==> src/hdl/acr_pkg.sv <==
package acr_pkg;
    localparam int RESULT_W = 16;
    localparam int CODE_W = 17;
    localparam int FRAME_W = 24;
    localparam int CHAN_W = 1;
    localparam int ENTRY_W = RESULT_W + CHAN_W;
    localparam int FIFO_DEPTH = 32;
    localparam logic [RESULT_W-1:0] RESULT_ONES = 16'hFFFF;
    localparam logic [RESULT_W-1:0] CODE_FULL = 16'hFFFF;
    localparam logic [RESULT_W-1:0] CODE_MID = 16'h8000;
    localparam logic [FRAME_W-1:0] FRAME_ONES = 24'hFFFFFF;
    localparam logic [6:0] TRAIL_ZEROS = 7'h00;
    localparam int TAG_POS = 7;
    localparam int CHAIN_IN_PLAIN = 8;
    localparam int CHAIN_IN_TAG = 0;
    localparam int EOS_CONVERSION_CLOCK_INTERNAL_COUNT = 3;
    localparam int SCLK_PER_CONVERSION_CLOCK_INTERNAL = 2;
    localparam int OSC_DIV = 4;
    localparam int CLK_PERIOD_NS = 100;
    localparam int QUIET_NS = 20;
    localparam int QUIET_CYCLES = (QUIET_NS + CLK_PERIOD_NS - 1) / CLK_PERIOD_NS;
    typedef enum logic [1:0] {
        ACR_IDLE = 2'b01,
        ACR_FRAME = 2'b10
    } acr_frame_t;
    typedef enum logic [1:0] {
        ACR_TRG_WAIT = 2'b01,
        ACR_TRG_COUNT = 2'b10
    } acr_trig_t;
endpackage

==> src/hdl/acr_fifo.sv <==
`timescale 1ns/10ps
`default_nettype none
module acr_fifo #(
    parameter int WIDTH = 17,
    parameter int DEPTH = 32
) (
    input wire logic clk,               // System clock
    input wire logic rst,               // Async reset, active high
    input wire logic clr,               // Sync flush
    input wire logic in_valid,          // Write request
    output logic in_ready,              // Space available
    input wire logic [WIDTH-1:0] in_data, // Write data
    output logic out_valid,             // Data available
    input wire logic out_ready,         // Read accept
    output logic [WIDTH-1:0] out_data   // Read data
);
    localparam int AW = $clog2(DEPTH);
    logic [WIDTH-1:0] mem [DEPTH];
    logic [AW:0] wr_ptr_ff;
    logic [AW:0] rd_ptr_ff;
    logic push;
    logic pop;

    assign out_valid = (wr_ptr_ff != rd_ptr_ff);
    assign in_ready = (wr_ptr_ff[AW-1:0] != rd_ptr_ff[AW-1:0]) || (wr_ptr_ff[AW] == rd_ptr_ff[AW]);
    assign push = in_valid && in_ready;
    assign pop = out_valid && out_ready;
    assign out_data = mem[rd_ptr_ff[AW-1:0]];

    // Storage has no reset; only the pointers define what is valid
    always_ff @(posedge clk) begin
        if (push) begin
            mem[wr_ptr_ff[AW-1:0]] <= in_data;
        end
    end

    always_ff @(posedge clk or posedge rst) begin
        if (rst) begin
            wr_ptr_ff <= '0;
            rd_ptr_ff <= '0;
        end else if (clr) begin
            wr_ptr_ff <= '0;
            rd_ptr_ff <= '0;
        end else begin
            if (push) begin
                wr_ptr_ff <= wr_ptr_ff + 1'b1;
            end
            if (pop) begin
                rd_ptr_ff <= rd_ptr_ff + 1'b1;
            end
        end
    end
endmodule
`default_nettype wire

==> src/hdl/acr_readout.sv <==
`timescale 1ns/10ps
`default_nettype none
module acr_readout #(
    parameter int FIFO_DEPTH = acr_pkg::FIFO_DEPTH,
    parameter int OSC_DIV = acr_pkg::OSC_DIV
) (
    input wire logic clk,                               // 10 MHz system clock
    input wire logic rst,                               // Power-on reset, async, high
    input wire logic sclk,                              // Host serial clock
    input wire logic frame_sync_input,                  // Chip select / frame sync, low active
    input wire logic convert_start_n,                   // Manual conversion start, low
    input wire logic status_in,                         // Status pin input level
    output logic status_out,                            // Status pin output level
    output logic status_oe_n,                           // Status pin drive enable, low
    output logic sdo_out,                               // Serial data out level
    output logic sdo_oe_n,                              // Serial data drive enable, low
    input wire logic chain_enable_bit,                  // 0 selects chain mode
    input wire logic tag_enable_bit,                    // 1 appends channel tag
    input wire logic manual_trigger_bit,                // 1 manual, 0 auto trigger
    input wire logic osc_clock_bit,                     // 1 oscillator, 0 sclk/2
    input wire logic software_reset_bit,                // 0 requests reset
    input wire logic result_valid,                      // Conversion done with code
    output logic result_ready,                          // Result buffer has space
    input wire logic [acr_pkg::CODE_W-1:0] result_code, // Raw converter code
    input wire logic result_channel,                    // Channel of this code
    output logic sampling_end                           // Sampling end point pulse
);
    ////////////////////////////////////////////////////////////////////////////
    logic soft_rst;
    logic cs_prev_ff;
    logic sclk_prev_ff;
    logic cst_prev_ff;
    logic cs_fall;
    logic cs_rise;
    logic sclk_rise;
    logic sclk_fall;
    logic chain_mode;
    logic conversion_clock_internal_tick;
    logic [acr_pkg::RESULT_W-1:0] sat_code;
    logic fifo_out_valid;
    logic fifo_pop;
    logic [acr_pkg::ENTRY_W-1:0] fifo_out;
    logic [acr_pkg::RESULT_W-1:0] held_ff;
    logic held_chan_ff;
    logic first_frame_ff;
    logic done_flag_ff;
    logic cdi_ff;
    logic [acr_pkg::FRAME_W-1:0] shreg_ff;
    logic [acr_pkg::FRAME_W-1:0] nxt_shreg;
    acr_pkg::acr_frame_t frame_st_ff;
    acr_pkg::acr_trig_t trig_st_ff;
    logic [1:0] eos_cnt_ff;
    logic [1:0] sdiv_ff;
    logic [$clog2(OSC_DIV)-1:0] odiv_ff;
    logic sdo_ff;
    logic sdo_oe_n_ff;
    logic status_ff;
    logic status_oe_n_ff;
    logic eos_ff;
    localparam int OCC_W = $clog2(FIFO_DEPTH) + 1;
    logic fifo_in_ready;
    logic push_ok;
    logic ready_ff;
    logic [OCC_W-1:0] occ_ff;
    logic [OCC_W-1:0] nxt_occ;

    // The soft reset clears the same state as rst except the edge detectors, dividers and pin drivers; it is a synchronous level
    assign soft_rst = !software_reset_bit;
    assign chain_mode = !chain_enable_bit;
    assign cs_fall = cs_prev_ff && !frame_sync_input;
    assign cs_rise = !cs_prev_ff && frame_sync_input;
    assign sclk_rise = !sclk_prev_ff && sclk;
    assign sclk_fall = sclk_prev_ff && !sclk;

    always_ff @(posedge clk or posedge rst) begin
        if (rst) begin
            cs_prev_ff <= 1'b1;
            sclk_prev_ff <= 1'b0;
            cst_prev_ff <= 1'b1;
        end else begin
            cs_prev_ff <= frame_sync_input;
            sclk_prev_ff <= sclk;
            cst_prev_ff <= convert_start_n;
        end
    end

    ////////////////////////////////////////////////////////////////////////////
    // Result buffer: codes above full scale clamp to the top code
    assign sat_code = result_code[acr_pkg::CODE_W-1] ? acr_pkg::CODE_FULL
                                                     : result_code[acr_pkg::RESULT_W-1:0];

    // Held result only changes between frames, so a frame in progress keeps
    // the previous word; the buffer absorbs results arriving meanwhile
    assign fifo_pop = fifo_out_valid && (frame_st_ff == acr_pkg::ACR_IDLE);

    // Space flag is registered so the port comes from a flip-flop; the count
    // tracks the buffer pointers one for one
    assign push_ok = result_valid && ready_ff && fifo_in_ready;

    always_comb begin
        nxt_occ = occ_ff;
        if (push_ok && !fifo_pop) begin
            nxt_occ = occ_ff + 1'b1;
        end else if (fifo_pop && !push_ok) begin
            nxt_occ = occ_ff - 1'b1;
        end
    end

    always_ff @(posedge clk or posedge rst) begin
        if (rst) begin
            occ_ff <= '0;
            ready_ff <= 1'b1;
        end else if (soft_rst) begin
            occ_ff <= '0;
            ready_ff <= 1'b1;
        end else begin
            occ_ff <= nxt_occ;
            ready_ff <= (nxt_occ != OCC_W'(FIFO_DEPTH));
        end
    end

    acr_fifo #(
        .WIDTH(acr_pkg::ENTRY_W),
        .DEPTH(FIFO_DEPTH)
    ) u_fifo (
        .clk(clk),
        .rst(rst),
        .clr(soft_rst),
        .in_valid(push_ok),
        .in_ready(fifo_in_ready),
        .in_data({result_channel, sat_code}),
        .out_valid(fifo_out_valid),
        .out_ready(fifo_pop),
        .out_data(fifo_out)
    );

    always_ff @(posedge clk or posedge rst) begin
        if (rst) begin
            held_ff <= acr_pkg::RESULT_ONES;
            held_chan_ff <= 1'b1;
        end else if (soft_rst) begin
            held_ff <= acr_pkg::RESULT_ONES;
            held_chan_ff <= 1'b1;
        end else if (fifo_pop) begin
            held_ff <= fifo_out[acr_pkg::RESULT_W-1:0];
            held_chan_ff <= fifo_out[acr_pkg::ENTRY_W-1];
        end
    end

    // Done flag: a new result wins over the clear by a frame fall
    always_ff @(posedge clk or posedge rst) begin
        if (rst) begin
            done_flag_ff <= 1'b0;
        end else if (soft_rst) begin
            done_flag_ff <= 1'b0;
        end else if (fifo_pop) begin
            done_flag_ff <= 1'b1;
        end else if (cs_fall) begin
            done_flag_ff <= 1'b0;
        end
    end

    ////////////////////////////////////////////////////////////////////////////
    // Conversion clock: sclk/2 only ticks while the host clocks
    always_ff @(posedge clk or posedge rst) begin
        if (rst) begin
            sdiv_ff <= '0;
            odiv_ff <= '0;
        end else begin
            if (sclk_rise) begin
                sdiv_ff <= (sdiv_ff == 2'(acr_pkg::SCLK_PER_CONVERSION_CLOCK_INTERNAL - 1)) ? 2'h0 : sdiv_ff + 2'h1;
            end
            odiv_ff <= (odiv_ff == ($clog2(OSC_DIV))'(OSC_DIV - 1)) ? '0 : odiv_ff + 1'b1;
        end
    end

    assign conversion_clock_internal_tick = osc_clock_bit ? (odiv_ff == '0)
                                     : (sclk_rise && sdiv_ff == 2'h0);

    always_ff @(posedge clk or posedge rst) begin
        if (rst) begin
            trig_st_ff <= acr_pkg::ACR_TRG_WAIT;
            eos_cnt_ff <= '0;
            eos_ff <= 1'b0;
        end else if (soft_rst) begin
            trig_st_ff <= acr_pkg::ACR_TRG_WAIT;
            eos_cnt_ff <= '0;
            eos_ff <= 1'b0;
        end else begin
            eos_ff <= 1'b0;
            unique case (trig_st_ff)
                acr_pkg::ACR_TRG_WAIT: begin
                    eos_cnt_ff <= '0;
                    if (manual_trigger_bit && cst_prev_ff && !convert_start_n) begin
                        eos_ff <= 1'b1;
                    end else if (!manual_trigger_bit && result_valid) begin
                        trig_st_ff <= acr_pkg::ACR_TRG_COUNT;
                    end
                end
                acr_pkg::ACR_TRG_COUNT: begin
                    if (conversion_clock_internal_tick) begin
                        if (eos_cnt_ff == 2'(acr_pkg::EOS_CONVERSION_CLOCK_INTERNAL_COUNT - 1)) begin
                            eos_ff <= 1'b1;
                            trig_st_ff <= acr_pkg::ACR_TRG_WAIT;
                        end else begin
                            eos_cnt_ff <= eos_cnt_ff + 2'h1;
                        end
                    end
                end
            endcase
        end
    end

    ////////////////////////////////////////////////////////////////////////////
    // Serial frame
    always_comb begin
        nxt_shreg = shreg_ff;
        if (cs_fall) begin
            if (first_frame_ff) begin
                nxt_shreg = acr_pkg::FRAME_ONES;
            end else begin
                // Own result always leads; a reframe reloads it
                nxt_shreg = {held_ff, tag_enable_bit && held_chan_ff,
                             acr_pkg::TRAIL_ZEROS};
            end
        end else if (frame_st_ff == acr_pkg::ACR_FRAME && sclk_fall) begin
            nxt_shreg = {shreg_ff[acr_pkg::FRAME_W-2:0], first_frame_ff};
            if (chain_mode) begin
                // Insert point sets the pass-through delay to the read length
                if (tag_enable_bit) begin
                    nxt_shreg[acr_pkg::CHAIN_IN_TAG] = cdi_ff;
                end else begin
                    nxt_shreg[acr_pkg::CHAIN_IN_PLAIN] = cdi_ff;
                end
            end
        end
    end

    always_ff @(posedge clk or posedge rst) begin
        if (rst) begin
            frame_st_ff <= acr_pkg::ACR_IDLE;
            shreg_ff <= acr_pkg::FRAME_ONES;
            cdi_ff <= 1'b0;
        end else if (soft_rst) begin
            frame_st_ff <= acr_pkg::ACR_IDLE;
            shreg_ff <= acr_pkg::FRAME_ONES;
            cdi_ff <= 1'b0;
        end else begin
            shreg_ff <= nxt_shreg;
            if (sclk_rise && !frame_sync_input) begin
                cdi_ff <= status_in;
            end
            unique case (frame_st_ff)
                acr_pkg::ACR_IDLE: begin
                    if (cs_fall) begin
                        frame_st_ff <= acr_pkg::ACR_FRAME;
                    end
                end
                acr_pkg::ACR_FRAME: begin
                    if (cs_rise) begin
                        frame_st_ff <= acr_pkg::ACR_IDLE;
                    end
                end
            endcase
        end
    end

    // Ones persist only through the one frame that follows a reset
    always_ff @(posedge clk or posedge rst) begin
        if (rst) begin
            first_frame_ff <= 1'b1;
        end else if (soft_rst) begin
            first_frame_ff <= 1'b1;
        end else if (cs_rise && frame_st_ff == acr_pkg::ACR_FRAME) begin
            first_frame_ff <= 1'b0;
        end
    end

    ////////////////////////////////////////////////////////////////////////////
    // Pin drivers
    always_ff @(posedge clk or posedge rst) begin
        if (rst) begin
            sdo_ff <= 1'b0;
            sdo_oe_n_ff <= 1'b1;
        end else begin
            sdo_oe_n_ff <= frame_sync_input;
            sdo_ff <= frame_sync_input ? 1'b0 : nxt_shreg[acr_pkg::FRAME_W-1];
        end
    end

    always_ff @(posedge clk or posedge rst) begin
        if (rst) begin
            status_ff <= 1'b0;
            status_oe_n_ff <= 1'b1;
        end else begin
            status_oe_n_ff <= chain_mode;
            status_ff <= chain_mode ? 1'b0 : done_flag_ff;
        end
    end

    assign sdo_out = sdo_ff;
    assign sdo_oe_n = sdo_oe_n_ff;
    assign status_out = status_ff;
    assign status_oe_n = status_oe_n_ff;
    assign sampling_end = eos_ff;
    assign result_ready = ready_ff;
endmodule
`default_nettype wire

==> config.mk <==
export PLATFORM = sky130hd
export DESIGN_NAME = acr_readout
export DESIGN_NICKNAME = d
export VERILOG_FILES = /design/src/hdl/acr_pkg.sv /design/src/hdl/acr_fifo.sv /design/src/hdl/acr_readout.sv
export SDC_FILE = /design/constraint.sdc
export NUM_CORES = 1
export LEC_CHECK = 0
export BUFFER_PORTS_ARGS = -buffer_cell sky130_fd_sc_hd__buf_2
export CAP_MARGIN = 10
export CORE_UTILIZATION = 70
export CTS_BUF_LIST = sky130_fd_sc_hd__clkbuf_8
export CTS_CLUSTER_DIAMETER = 120
export CTS_CLUSTER_SIZE = 25
export DETAILED_ROUTE_END_ITERATION = 7
export PLACE_DENSITY = 0.84
export SETUP_SLACK_MARGIN = 0.5
export SLEW_MARGIN = 15
export SYNTH_ARGS = -nofsm -noshare
export SYNTH_HDL_FRONTEND = slang
export SYNTH_HIERARCHICAL = 1
export SYNTH_SLANG_ARGS = --single-unit
==> constraint.sdc <==
create_clock -name clk -period 4.2 [get_ports clk]
set_input_delay 0.84 -clock clk [delete_from_list [all_inputs] [get_ports clk]]
set_output_delay 0.84 -clock clk [all_outputs]
set_load 0.01 [all_outputs]
==> results of run 1 <==
-- area by class of cell --
type | instances | area share, %
sequential | 624 | 70.0
multi-input combinational | 860 | 23.7
timing repair buffer | 83 | 2.27
tap | 455 | 2.16
clock buffer | 28 | 1.47
inverter | 20 | 0.285
clock inverter | 12 | 0.190
antenna | 1 | 0.00951
-- worst max-delay path, stage by stage, from the launching register on --
cell and delay (ns):
dfrtp_1 0.53, xnor2_1 0.19, and3_1 0.29, nand2_1 0.13
nand3_2 0.15, inv_2 0.18, a21boi_4 0.32, nand2_1 0.28
nor2_1 0.49, buf_12 0.22
-- metal layers --
layer / wire, um / global-route usage, %
met5: 0 / 0
met4: 1480 / 8.06
met3: 4930 / 4.87
met2: 26200 / 49.8
met1: 20900 / 41.7
-- flip-flops by register name, indices dropped and copies added (netlist names), 2 cells and up --
| name | count |
|---|---|
| held_ff | 16 |
| u_fifo/rd_ptr_ff | 6 |
| shreg_ff | 24 |
| trig_st_ff | 2 |
| eos_cnt_ff | 2 |
| frame_st_ff | 2 |
| u_fifo/wr_ptr_ff | 6 |
| odiv_ff | 2 |
| sdiv_ff | 2 |
| occ_ff | 6 |
| u_fifo/mem | 544 |
-- worst max-delay path by stage --
stage	slack (ns)	from	endpoint	depth (start not counted)
2_1_floorplan	1.34	u_fifo/rd_ptr_ff[4]	u_fifo/mem[30][0]	10
3_3_place_gp	1.31	u_fifo/rd_ptr_ff[2]	u_fifo/mem[9][4]	9
3_5_place_dp	1.21	u_fifo/rd_ptr_ff[2]	u_fifo/mem[9][1]	9
4_1_cts	1.17	u_fifo/rd_ptr_ff[2]	u_fifo/mem[9][5]	9
5_1_grt	0.94	u_fifo/wr_ptr_ff[2]	u_fifo/mem[9][1]	9
6_report	1.12	u_fifo/rd_ptr_ff[2]	u_fifo/mem[9][5]	9
-- per-stage QoR --
step                      util (%)  power [mW]  std cells
after CTS                     75.4        10.7       2082
after detailed placement      74.1        8.58       2042
after global placement        74.1        8.53       2042
after floorplan                  -        8.20       1595
final                         75.4        10.7       2083
after global routing          75.4        11.1       2082
-- kinds of logic after synthesis --
logic type | count (synthesis) | synth area share, %
flops | 624 | 73.3
buf+inv | 111 | 1.99
fa+ha+maj | 10 | 0.499
compound gates | 205 | 5.69
xor+xnor | 19 | 0.663
simple gates | 348 | 6.71
mux | 278 | 11.1
-- cell usage in the layout (no fill, tap or decap), types with 2 or more instances in the layout --
master and count:
buf_12 5, o21ai_1 3, a31oi_1 4, inv_1 27
nand4_1 21, edfxtp_1 544, nor2_1 66, mux2i_1 275
nand2_1 97, mux2_2 2, a21oi_1 34, nand3_1 90
clkbuf_8 28, xor2_1 2, inv_2 4, dfrtp_1 31
buf_4 43, nand3b_1 3, nor2b_4 2, nor2b_1 9
a22oi_1 134, or3_1 3, ha_1 10, and3b_1 2
nand2b_1 5, o21ai_0 17, and2_1 4, buf_2 35
xnor2_1 17, nor3_1 8, dfstp_2 48, or2_2 18
and3_1 7
-- report_power, final --
group	switching (mW)	internal, mW	total [mW]	leakage [nW]
clock	1.65	0.624	2.27	0.264
combinational	0.885	0.564	1.45	2.18
sequential	0.0980	6.92	7.02	5.75
==> run summary, run 1 <==
ys async rst share -> 12.8%
worst setup path class -> reg2reg
CTS sink cnt -> 624
layout cell share with drive strength beyond 1 -> 12.4%
Hold Path Class -> in2async
Clock Root Buffer -> clkbuf_8
ys flop type -> edfxtp_1
Mapped Area -> 0.0251 mm^2
# H-tree levels -> 1
Ys Warns -> 6
most common cell in the netlist -> edfxtp_1
Req. time, crit path -> 4.57 ns
worst r2r dst -> u_fifo/mem[9][5]
Worst-path clk slew -> 0.15 ns
Post-CTS Setup Bufs -> 0
Hold Slack -> 0.215 ns
post-synth top area share -> 65.1%
CTS buffer count -> 28
critical path peak fanout -> 14
CTS tree -> yes
Area growth syn-to-layout -> 4.82%
Reg2Reg Depth -> 9
core area -> 0.0349 mm^2
Hold Buf Count CTS -> 0
Pwr Density -> 408 mW/mm^2
vias in the first global route -> 13,335
worst path arrival time -> 3.46 ns
CP Capture Type -> flop
Tot GR Track Use -> 30.0%
Leak -> 8.19 nW
dpl ws -> 1.21 ns
antenna-violating nets left -> 0
FF-to-FF setup slack -> 1.12 ns
Synth area leaders -> edfxtp_1 (65%), mux2i_1 (11%), dfstp_2 (5.0%)
IO Port Bufs -> 35
average wire per cell in the routed design -> 25.7 um
RSZ-0062 raised after global routing -> no
CTS resizes -> 0
initial antenna violation count -> 1
outcome -> finished, final reports clean
Post-synth EDFFs -> 544
VDD IR-drop max -> 0.467 mV
Rows -> 68
Seq cells post-synth -> 624
DRC -> 0
fin nets -> 1,657
clk_skew -> 0.0291 ns
Vias -> 13,900
TritonRoute pass-1 iters -> 5
clock latency on the worst-skew pair -> 0.67 ns
initial drt markers -> 1,696
Via-to-Cell Ratio -> 6.67
die area -> 0.0366 mm^2
Fin. Hold Viols -> 0
Worst Slack Setup Final -> 1.12 ns
final WL -> 53,600 um
Starting Density -> 71.9%
Worst Max-Slew Pin Slew -> 1.12 ns
first-pass GRT wire length -> 80,000 um
Final Setup Violations -> 0
post-route minimum period -> 3.08 ns
dpl cell area -> 0.0259 mm^2
Chip Width -> 191 um
Slew Viols, Final -> 0
Synth top cells by count -> edfxtp_1 (544), mux2i_1 (275), a22oi_1 (134), nand2_1 (97), nand3_1 (90)
Unique masters post-synth -> 57
I/O pin total -> 36
Rel. slew slack -> 25.4%
Post-Syn Area per Cell -> 15.7 um^2
multi-input combinational cell area -> 0.00622 mm^2
Cells after Synth -> 1,595
largest net degree at the start of global routing -> 122
max-cap violation count -> 0
CP startpoint kind -> flop
design area -> 0.0263 mm^2
Setup TNS Final -> 0 ns
area leader, netlist -> edfxtp_1
GR Overflow Total -> 0
clk buf depth -> 3
register area -> 0.0184 mm^2
Die Ht -> 191 um
FILL cells -> 2,027
FMAX -> 324 MHz
sequential share of the synthesized area -> 73.3%
fin crit share -> 73.4%
hpwl dp -> 33,000 um
FF-to-FF Start -> u_fifo/rd_ptr_ff[2]
syn nets -> 1,635
gpl congestion -> 0.882
Note: power is estimated with default switching activity, not from simulation.
==> run 2, diff against run 1 <==
- CORE_UTILIZATION: 70 -> 65
- PLACE_DENSITY: 0.84 -> 0.79
- clock period: 4.2 -> 2.9 ns (I/O delays scaled with it)
==> run summary, run 2 (synthesis gave the netlist of run 1 again) <==
outcome -> finished, final reports clean
Vias -> 14,164 (+1.9%)
initial antenna violation count -> 0 (-1)
CTS sink cnt -> 624 (unchanged)
GR Overflow Total -> 0 (unchanged)
post-route minimum period -> 2.44 ns (-0.647 ns)
Chip Width -> 198 um (+3.7%)
worst setup path class -> reg2reg
RSZ-0062 raised after global routing -> yes
Starting Density -> 66.3% (-5.6 points)
CTS buffer count -> 28 (unchanged)
Worst Max-Slew Pin Slew -> 0.875 ns (-0.245 ns)
Req. time, crit path -> 3.53 ns (-1.04 ns)
Layout Cells excl Fill -> 2,185 (+4.9%)
Pwr Density -> 574 mW/mm^2 (+41%)
Worst Slack Setup Final -> 0.463 ns (-0.653 ns)
worst path arrival time -> 3.07 ns (-0.39 ns)
dpl cell area -> 0.0265 mm^2 (+2.3%)
Via-to-Cell Ratio -> 6.48 (-2.9%)
gpl congestion -> 0.970 (+10%)
Die Ht -> 198 um (+3.7%)
final WL -> 57,700 um (+7.8%)
VDD IR-drop max -> 0.504 mV (+7.8%)
critical path peak fanout -> 70 (+56)
commonest non-fill, non-tap cells in the layout -> edfxtp_1 (544), mux2i_1 (275), a22oi_1 (132)
core area -> 0.0378 mm^2 (+8.5%)
I/O pin total -> 36 (unchanged)
CTS tree -> yes
Area growth syn-to-layout -> 9.51%
IO Port Bufs -> 35 (unchanged)
Setup TNS Final -> 0 ns (unchanged)
FMAX -> 410 MHz (+27%)
largest net degree at the start of global routing -> 86 (-30%)
Hold Path Class -> in2reg
Fin. Hold Viols -> 0 (unchanged)
Leak -> 8.55 nW (+4.4%)
TritonRoute pass-1 iters -> 5 (unchanged)
Worst-path clk slew -> 0.15 ns (about the same)
hpwl dp -> 36,500 um (+11%)
die area -> 0.0394 mm^2 (+7.6%)
first-pass GRT wire length -> 84,400 um (+5.6%)
DRC -> 0 (unchanged)
clk buf depth -> 3 (unchanged)
fin util -> 72.6% (-2.8 points)
vias in the first global route -> 13,694 (+2.7%)
Rel. slew slack -> 41.7% (+16 points)
CP startpoint kind -> flop
design area -> 0.0275 mm^2 (+4.5%)
Slew Viols, Final -> 0 (unchanged)
Final Setup Violations -> 0 (unchanged)
antenna-violating nets left -> 0 (unchanged)
post-route total power -> 15.8 mW (+47%)
FILL cells -> 2,376 (+17%)
Tot GR Track Use -> 29.8% (-0.22 points)
Largest register FFs -> 544 (unchanged)
average wire per cell in the routed design -> 26.4 um (+2.7%)
initial drt markers -> 1,915 (+13%)
Clock Root Buffer -> clkbuf_8
placed cells -> 2,112 (+3.4%)
CP Capture Type -> flop
fin crit share -> 84.0% (+11 points)
clock latency on the worst-skew pair -> 0.69 ns (+0.02 ns)
Hold Slack -> 0.0371 ns (-0.177 ns)
fin nets -> 1,704 (+2.8%)
max-cap violation count -> 0 (unchanged)
antenna fix cells -> 0 (-1)
# H-tree levels -> 1 (unchanged)
clk_skew -> 0.0197 ns (-0.00938 ns)
commonest non-fill, non-tap cell in the layout -> edfxtp_1
dpl ws -> 0.304 ns (-0.906 ns)
Rows -> 71 (+4.4%)
layout cell share with drive strength beyond 1 -> 17.4% (+5.0 points)
==> run 2: cell types whose count changed in the layout (fill, tap and decap cells not counted), moves of 11 or more <==
cell,delta
buf_12,+24
buf_4,+11
nor2_1,-25
nor2_4,+24
==> run 2: cell type report <==
type,instances,area [um^2],area share [%]
Sequential cell,624,18400,67.0
Clock inverter,12,50.0,0.182
Tap cell,511,639,2.33
Clock buffer,28,385,1.40
Multi-Input combinational cell,860,6530,23.8
Timing Repair Buffer,130,1380,5.02
Inverter,20,88.8,0.323
==> run 2: path summary, 6_finish.rpt <==
path                                     startpoint                   to  slack [ns]  cells past startpoint
worst max-delay path            u_fifo/rd_ptr_ff[0]           held_ff[1]        0.46                      8
worst min-delay path                           sclk         sclk_prev_ff        0.04                      1
worst max register to register  u_fifo/rd_ptr_ff[0]           held_ff[1]        0.46                      8
worst min register to register           odiv_ff[0]           odiv_ff[0]        0.46                      1
max in group asynchronous                       rst           held_ff[9]        1.73                      4
min in group asynchronous                       rst  u_fifo/rd_ptr_ff[1]        0.48                      3
==> run 2: layer usage <==
layer	up-vias	wire length (um)	GRT usage, %
li1	6221	-	-
met1	7103	23300	43.0
met2	722	26700	46.1
met3	118	5190	4.65
met4	0	2470	11.7
met5	-	0	0
==> run 2: critical path, stage by stage (launching register included) <==
cell	delay (ns)
dfrtp_4	0.45
buf_4	0.25
buf_16	0.37
mux2i_1	0.19
a22oi_1	0.44
nand3_1	0.23
nand4_1	0.19
nand2_1	0.08
nand3_1	0.09
==> run 2: power by group <==
group	internal, mW	switching, mW	total [mW]
combinational	0.911	1.39	2.30
sequential	10.0	0.131	10.2
clock	0.903	2.43	3.33
==> run 2: timing repair <==
item,4_1_cts,5_1_grt
endpoints found under the setup margin,421,103
pin swaps,8,4
resized for setup,14,18
setup buffers,22,6
hold buffers,2,0
hold endpoints to repair,27,0
cloned,2,1
